==> config.mk <==
export PLATFORM = sky130hd
export DESIGN_NAME = pce_event_irq
export DESIGN_NICKNAME = d
export VERILOG_FILES = /design/src/pce_pkg.sv /design/src/pce_event_irq.sv
export SDC_FILE = /design/constraint.sdc
export NUM_CORES = 1
export LEC_CHECK = 0
export ABC_AREA = 1
export BUFFER_PORTS_ARGS = -buffer_cell sky130_fd_sc_hd__clkbuf_2
export CAP_MARGIN = 40
export CELL_PAD_IN_SITES_DETAIL_PLACEMENT = 0
export CELL_PAD_IN_SITES_GLOBAL_PLACEMENT = 1
export CORE_MARGIN = 4
export CORE_UTILIZATION = 41
export CTS_CLUSTER_DIAMETER = 60
export CTS_CLUSTER_SIZE = 28
export DETAILED_ROUTE_END_ITERATION = 16
export HOLD_SLACK_MARGIN = 0.12
export PLACE_DENSITY_LB_ADDON = 0.1
export SKIP_LAST_GASP = 1
export SYNTH_ARGS = -nofsm -noshare
export SYNTH_HDL_FRONTEND = slang
export SYNTH_SLANG_ARGS = --single-unit
export TNS_END_PERCENT = 50
==> constraint.sdc <==
create_clock -name clk_sys -period 6.1 [get_ports clk_sys]
set_input_delay 1.22 -clock clk_sys [delete_from_list [all_inputs] [get_ports clk_sys]]
set_output_delay 1.22 -clock clk_sys [all_outputs]
set_load 0.02 [all_outputs]
==> src/pce_pkg.sv <==
package pce_pkg;

  // ----------------------------------------------------------------
  // register offsets (byte addresses)
  // ----------------------------------------------------------------
  localparam logic [7:0] OFS_CLOCK_SELECT   = 8'h04;
  localparam logic [7:0] OFS_SLOW_OSC_CTRL  = 8'h30;
  localparam logic [7:0] OFS_IRQ_EN_SET     = 8'h40;
  localparam logic [7:0] OFS_IRQ_EN_CLEAR   = 8'h44;
  localparam logic [7:0] OFS_IRQ_EN_STATE   = 8'h48;
  localparam logic [7:0] OFS_IRQ_STICKY     = 8'h4C;
  localparam logic [7:0] OFS_IRQ_FLAG_CLEAR = 8'h50;
  localparam logic [7:0] OFS_LIVE_STATUS    = 8'h54;

  // ----------------------------------------------------------------
  // shared event bit layout
  // ----------------------------------------------------------------
  localparam int BIT_PLL_A_LOCKED       = 0;
  localparam int BIT_PLL_B_LOCKED       = 1;
  localparam int BIT_CLOCK_SWITCH_DONE  = 5;
  localparam int BIT_CLOCK_GATING_DONE  = 6;
  localparam int BIT_MAIN_OSC_A_READY   = 7;
  localparam int BIT_MAIN_OSC_B_READY   = 8;
  localparam int BIT_SLOW_OSC_READY     = 9;
  localparam int BIT_CORE_BROWNOUT_SEEN = 16;
  localparam int BIT_IO_BROWNOUT_SEEN   = 17;

  localparam logic [31:0] EVT_ALL_MASK  = 32'h000303E3;
  localparam logic [31:0] EVT_EDGE_MASK = 32'h000303C3;

  // ----------------------------------------------------------------
  // slow oscillator control fields
  // ----------------------------------------------------------------
  localparam int SLOW_OSC_ON_BIT    = 0;
  localparam int SLOW_OSC_MODE_LSB  = 8;
  localparam int SLOW_OSC_START_LSB = 16;

  typedef enum logic [2:0] {
    PCE_MODE_EXT_CLOCK = 3'h0,
    PCE_MODE_CRYSTAL   = 3'h1
  } pce_osc_mode_e;

  // ----------------------------------------------------------------
  // reset values
  // ----------------------------------------------------------------
  localparam logic [31:0] RST_WORD       = 32'h00000000;
  localparam logic [2:0]  RST_FIELD3     = 3'h0;

endpackage

==> src/pce_event_irq.sv <==
// The APB slave port was chosen for this implementation.
module pce_event_irq
  import pce_pkg::*;
(
  input  wire logic        clk_sys,             // system clock, 100 MHz
  input  wire logic        rst,                 // async reset, active high
  input  wire logic        psel,                // apb select
  input  wire logic        penable,             // apb access phase
  input  wire logic        pwrite,              // apb direction
  input  wire logic [7:0]  paddr,               // apb byte address
  input  wire logic [31:0] pwdata,              // apb write data
  output logic      [31:0] prdata,              // apb read data
  output logic             pready,              // apb ready
  output logic             pslverr,             // apb error, unmapped address
  input  wire logic        pll_a_locked,        // live pll a lock
  input  wire logic        pll_b_locked,        // live pll b lock
  input  wire logic        clock_gating_done,   // live gating done
  input  wire logic        main_osc_a_ready,    // live oscillator a ready
  input  wire logic        main_osc_b_ready,    // live oscillator b ready
  input  wire logic        slow_osc_ready,      // live slow oscillator ready
  input  wire logic        core_brownout_seen,  // live core brown-out detector
  input  wire logic        io_brownout_seen,    // live io brown-out detector
  input  wire logic        clock_switch_ack,    // toggles when a clock-select is applied
  output logic      [31:0] clock_select,        // clock-select setting
  output logic             slow_osc_on,         // slow oscillator enable
  output logic             slow_osc_ext_clock,  // slow oscillator in external clock mode
  output logic             slow_osc_crystal,    // slow oscillator in crystal mode
  output logic      [2:0]  slow_osc_startup,    // slow oscillator startup select
  output logic             irq                  // level interrupt request
);

  // ----------------------------------------------------------------
  // state
  // ----------------------------------------------------------------
  typedef struct packed {
    logic [31:0] sync1;
    logic [31:0] sync2;
    logic [31:0] live_prev;
    logic        ack_s1;
    logic        ack_s2;
    logic        ack_prev;
    logic        switch_pending;
    logic [31:0] enable_mask;
    logic [31:0] sticky;
    logic [31:0] clock_select;
    logic        slow_on;
    logic [2:0]  slow_mode;
    logic [2:0]  slow_startup;
    logic [31:0] rdata;
  } pce_state_s;

  pce_state_s state_reg;
  pce_state_s state_next;

  logic [31:0] live_raw;
  logic [31:0] live_word;
  logic [31:0] rise;
  logic        setup_phase;
  logic        wr_access;
  logic        addr_mapped;
  logic        wr_en_set;
  logic        wr_en_clear;
  logic        wr_flag_clear;
  logic        wr_clock_select;
  logic        wr_slow_ctrl;
  logic [31:0] sticky_word;
  logic [31:0] read_word;
  logic [2:0]  mode_wr;

  // ----------------------------------------------------------------
  // live inputs gathered into the event layout
  // ----------------------------------------------------------------
  always_comb begin
    live_raw                         = RST_WORD;
    live_raw[BIT_PLL_A_LOCKED]       = pll_a_locked;
    live_raw[BIT_PLL_B_LOCKED]       = pll_b_locked;
    live_raw[BIT_CLOCK_GATING_DONE]  = clock_gating_done;
    live_raw[BIT_MAIN_OSC_A_READY]   = main_osc_a_ready;
    live_raw[BIT_MAIN_OSC_B_READY]   = main_osc_b_ready;
    live_raw[BIT_SLOW_OSC_READY]     = slow_osc_ready;
    live_raw[BIT_CORE_BROWNOUT_SEEN] = core_brownout_seen;
    live_raw[BIT_IO_BROWNOUT_SEEN]   = io_brownout_seen;
  end

  // live word seen by software: synchronised levels plus clock-ready
  always_comb begin
    live_word                        = state_reg.sync2 & EVT_EDGE_MASK;
    live_word[BIT_CLOCK_SWITCH_DONE] = ~state_reg.switch_pending;
  end

  // rising edges on synchronised live bits, each bit from its own source
  assign rise = state_reg.sync2 & ~state_reg.live_prev & EVT_EDGE_MASK;

  // clock-ready in the sticky word follows the live state directly
  always_comb begin
    sticky_word                        = state_reg.sticky & EVT_EDGE_MASK;
    sticky_word[BIT_CLOCK_SWITCH_DONE] = ~state_reg.switch_pending;
  end

  // ----------------------------------------------------------------
  // apb decode
  // ----------------------------------------------------------------
  assign setup_phase = psel & ~penable;
  assign wr_access   = psel & penable & pwrite;

  always_comb begin
    if (paddr == OFS_CLOCK_SELECT) begin
      addr_mapped = 1'b1;
    end else if (paddr == OFS_SLOW_OSC_CTRL) begin
      addr_mapped = 1'b1;
    end else if (paddr == OFS_IRQ_EN_SET) begin
      addr_mapped = 1'b1;
    end else if (paddr == OFS_IRQ_EN_CLEAR) begin
      addr_mapped = 1'b1;
    end else if (paddr == OFS_IRQ_EN_STATE) begin
      addr_mapped = 1'b1;
    end else if (paddr == OFS_IRQ_STICKY) begin
      addr_mapped = 1'b1;
    end else if (paddr == OFS_IRQ_FLAG_CLEAR) begin
      addr_mapped = 1'b1;
    end else if (paddr == OFS_LIVE_STATUS) begin
      addr_mapped = 1'b1;
    end else begin
      addr_mapped = 1'b0;
    end
  end

  assign wr_en_set       = wr_access & (paddr == OFS_IRQ_EN_SET);
  assign wr_en_clear     = wr_access & (paddr == OFS_IRQ_EN_CLEAR);
  assign wr_flag_clear   = wr_access & (paddr == OFS_IRQ_FLAG_CLEAR);
  assign wr_clock_select = wr_access & (paddr == OFS_CLOCK_SELECT);
  assign wr_slow_ctrl    = wr_access & (paddr == OFS_SLOW_OSC_CTRL);

  // read data is prepared in the setup cycle so prdata comes from a flop
  always_comb begin
    if (paddr == OFS_CLOCK_SELECT) begin
      read_word = state_reg.clock_select;
    end else if (paddr == OFS_SLOW_OSC_CTRL) begin
      read_word                                           = RST_WORD;
      read_word[SLOW_OSC_ON_BIT]                          = state_reg.slow_on;
      read_word[SLOW_OSC_MODE_LSB +: 3]                   = state_reg.slow_mode;
      read_word[SLOW_OSC_START_LSB +: 3]                  = state_reg.slow_startup;
    end else if (paddr == OFS_IRQ_EN_STATE) begin
      read_word = state_reg.enable_mask;
    end else if (paddr == OFS_IRQ_STICKY) begin
      read_word = sticky_word;
    end else if (paddr == OFS_LIVE_STATUS) begin
      read_word = live_word;
    end else begin
      read_word = RST_WORD;
    end
  end

  // reserved mode codes are refused; the previous mode stays
  assign mode_wr = pwdata[SLOW_OSC_MODE_LSB +: 3];

  // ----------------------------------------------------------------
  // next state
  // ----------------------------------------------------------------
  always_comb begin
    state_next = state_reg;

    // two-stage synchronisers, then one delay for edge detection
    state_next.sync1     = live_raw;
    state_next.sync2     = state_reg.sync1;
    state_next.live_prev = state_reg.sync2;
    state_next.ack_s1    = clock_switch_ack;
    state_next.ack_s2    = state_reg.ack_s1;
    state_next.ack_prev  = state_reg.ack_s2;

    // clock-select write holds clock-ready low until the ack toggles
    if (wr_clock_select) begin
      state_next.clock_select   = pwdata;
      state_next.switch_pending = 1'b1;
    end else if (state_reg.ack_s2 != state_reg.ack_prev) begin
      state_next.switch_pending = 1'b0;
    end

    // mask: set then clear, each only on written ones
    if (wr_en_set) begin
      state_next.enable_mask = state_reg.enable_mask | (pwdata & EVT_ALL_MASK);
    end
    if (wr_en_clear) begin
      state_next.enable_mask = state_reg.enable_mask & ~pwdata;
    end

    // sticky flags: a new edge wins over a clear in the same cycle
    if (wr_flag_clear) begin
      state_next.sticky = (state_reg.sticky & ~(pwdata & EVT_EDGE_MASK)) | rise;
    end else begin
      state_next.sticky = state_reg.sticky | rise;
    end

    // slow oscillator control
    if (wr_slow_ctrl) begin
      state_next.slow_on      = pwdata[SLOW_OSC_ON_BIT];
      state_next.slow_startup = pwdata[SLOW_OSC_START_LSB +: 3];
      if (mode_wr == PCE_MODE_EXT_CLOCK || mode_wr == PCE_MODE_CRYSTAL) begin
        state_next.slow_mode = mode_wr;
      end
    end

    if (setup_phase) begin
      state_next.rdata = read_word;
    end
  end

  // ----------------------------------------------------------------
  // state register
  // ----------------------------------------------------------------
  always_ff @(posedge clk_sys or posedge rst) begin
    if (rst) begin
      state_reg <= '0;
    end else begin
      state_reg <= state_next;
    end
  end

  // ----------------------------------------------------------------
  // outputs
  // ----------------------------------------------------------------
  assign prdata             = state_reg.rdata;
  assign pready             = 1'b1;
  assign pslverr            = psel & penable & ~addr_mapped;
  assign clock_select       = state_reg.clock_select;
  assign slow_osc_on        = state_reg.slow_on;
  assign slow_osc_ext_clock = (state_reg.slow_mode == PCE_MODE_EXT_CLOCK);
  assign slow_osc_crystal   = (state_reg.slow_mode == PCE_MODE_CRYSTAL);
  assign slow_osc_startup   = state_reg.slow_startup;
  assign irq                = |(sticky_word & state_reg.enable_mask);

endmodule

==> qor.yml <==
utilization_pct: 48.45
setup_viol: 0
rr_startpoint: "live_word[17]"
synth_top_family_by_area: "simple AND/OR/NAND/NOR gates"
leakagePower_uw: 0.003617
cts_setup_buffers: 0
status: "finished, final reports clean"
critPathKind: "in -> out"
io_buffer_count: 125
cts_tree: "built"
r2r-end: "prdata[17]"
ys_seq_area_share_pct: 56.34
worstHoldPathType: "reg -> reg"
combPwrFrac_pct: 7.6
synth_xor_area_share_pct: 0.1419
synth_edf_count: 0
hold-path-cell-count: 0
synth.ff_latch_count: 139
muxShareOfSynthArea_pct: 0
cp-end-kind: "output pin"
tns_ps: 0
syn_inst: 673
synthArstFlopShare_pct: 100.0
p_switching_uw: 510.3
critPathBufInv: 3
diodes: 0
cp.arrival_ps: 2410
required_ps: 4880
fin_nets: 782
finalPower_uw: 2265
syn_area_um2: 6173
critical-path-max-stage-delay_ps: 250
ir_drop_mv: 0.1912
die_h_um: 130.7
synthSimpleGateAreaFrac_pct: 18.24
ios: 127
max_freq_mhz: 275.8
post-route-period-util_pct: 59.45
post_synth_fa_ha_maj_area_fraction_pct: 0
slew_violations: 0
htreeDepth: 4
r2r_cells: 4
yosys.area.top_type: "dfrtp_1"
grt_pass1_vias: 4515
rsz0062_at_grt: "false"
grt_first_pass_wirelength_mm: 24.27
min_from: "state_next[178]"
postCtsHoldBufs: 0
ys_top_cells_by_area: "dfrtp_1 (56%), buf_4 (8.5%), nand2_1 (8.2%), nand3_1 (4.9%), a21oi_1 (4.3%)"
clk_latency_ps: 410
numCtsBuffers: 17
p_sw_share_pct: 22.53
cp_top_family: "simple AND/OR/NAND/NOR gates"
grt_max_degree: 92
drt_iter0_drc: 397
crit_cells: 8
largest_reg_flops: 44
die-area_um2: 17080
avgSynthCellArea_um2: 9.173
synth_warnings: 0
hold_viol_final: 0
yosysUniqueCellTypes: 25
skew_ps: 5.416
synth_ff_type: "dfrtp_1"
dr_total_vias: 4602
synth_compound_area_share_pct: 11.67
antenna_found_initial: 0
critPathSlowestCell: "nor3_1"
finalWirelength_mm: 15.24
num_rows: 44
worst_slew_pin_slew_ps: 869.9
cts_sinks: 139
cts.clk_slew.worst_paths_ps: 60
reg2reg_slack_ps: 5080
drv_cap: 0
drtPass1Iterations: 5
worstPathMaxFanout: 8
path_cells: "clkbuf_2 > inv_1 > nand2_2 > nor2_4 > nand2_1 > nand2_1 > nor3_1 > clkbuf_2"
yosysMostFrequentCell: "dfrtp_1"
final_layout_size_suffix_gt1_share_pct: 24.43
die_x_um: 130.7
hpwl_mm: 10.11
crit_path_start_kind: "input pin"
wl_per_cell_um: 16.48
drc: 0
place_congestion: 0.7686
syn-num-nets: 727
min_period_ps: 3626
hold_end: "live_word[7]"
initial_core_util_pct: 42.16
overflow: 0
cts_resized: 0
slew_headroom_pct: 41.92
post_drt_via_cell_ratio: 4.975
grt_use_total_pct: 18.62
p_seq_share_pct: 43.2
synth_common_cells: "dfrtp_1 (139), nand2_1 (135), buf_4 (70), nand3_1 (60), a21oi_1 (53)"
clockPowerShare_pct: 49.2
clock-root-buffer: "clkbuf_16"
coreArea_um2: 14640
p_per_area_nw_per_um2: 319.3
final_antenna_net_count: 0
synthToLayoutAreaGrowth_pct: 14.92
clockBufferDepth: 2
synth_top_area_share_pct: 56.34
power.internal_uw: 1755
[logic make-up after synthesis]
group | count (synthesis)
AOI/OAI and AO/OA | 131
and+or+nand+nor | 260
buffers and inverters | 141
xor gates and xnor gates | 1
DFF | 139
other | 1
[worst max path at each step]
stage / startpoint / endpoint / slack [ps]
after floorplan: rst / asynchronous set/reset pin / 1160
after global placement: paddr[0] / clock_select[31] / 2320
after detailed placement: paddr[0] / clock_select[31] / 2260
after CTS: paddr[0] / pslverr / 2440
after global routing: paddr[0] / clock_select[0] / 2360
final: paddr[0] / pslverr / 2470
[stage by stage]
step | hold slack [ps] | std cells | setup slack, ps | instance area, um^2
2_1_floorplan | 331.2 | 673 | 1155 | 6173
3_3_place_gp | 332.7 | 892 | 2316 | 6412
3_5_place_dp | 338.1 | 893 | 2256 | 6440
4_1_cts | 351.6 | 925 | 2442 | 7094
5_1_grt | 355.1 | 925 | 2365 | 7094
6_report | 350.7 | 925 | 2474 | 7094
[cells in the final DEF (no fill, tap or decap), drive strengths merged, types with 5 or more instances in the layout]
| cell type | synthesis | final |
|---|---|---|
| dfrtp | 139 | 139 |
| buf | 85 | 5 |
| a21oi | 53 | 53 |
| o21ai | 53 | 53 |
| nand3 | 61 | 61 |
| nor2 | 54 | 54 |
| a21boi | 20 | 20 |
| nand2 | 141 | 141 |
| clkbuf | 9 | 153 |
| inv | 47 | 47 |
[per-layer routing]
layer  GRT usage, %  vias to the layer above  part of all wire, %
met3          4.350                       21                  6.3
li1               -                     2219                    -
met4          6.171                        0                  1.4
met5              0                        -                    0
met2          28.04                      147                   45
met1          26.69                     2215                   48
[power by group through the flow]
stage,Clock (uW),Sequential [uW],Combinational [uW]
3_5_place_dp,0,996,174
3_3_place_gp,0,994,170
2_1_floorplan,0,989,137
4_1_cts,1140,980,175
5_1_grt,1180,984,191
6_report,1110,979,171
[cell type report]
cell class | count | area (um^2)
fill | 1429 | 7550
tap | 184 | 230.2
inverter | 47 | 181.4
clock buffer | 28 | 556.8
clock inverter | 4 | 97.59
sequential | 139 | 3478
timing repair buffer | 130 | 683.2
multi-input combinational | 393 | 1867
(Power assumes the default switching activity.)
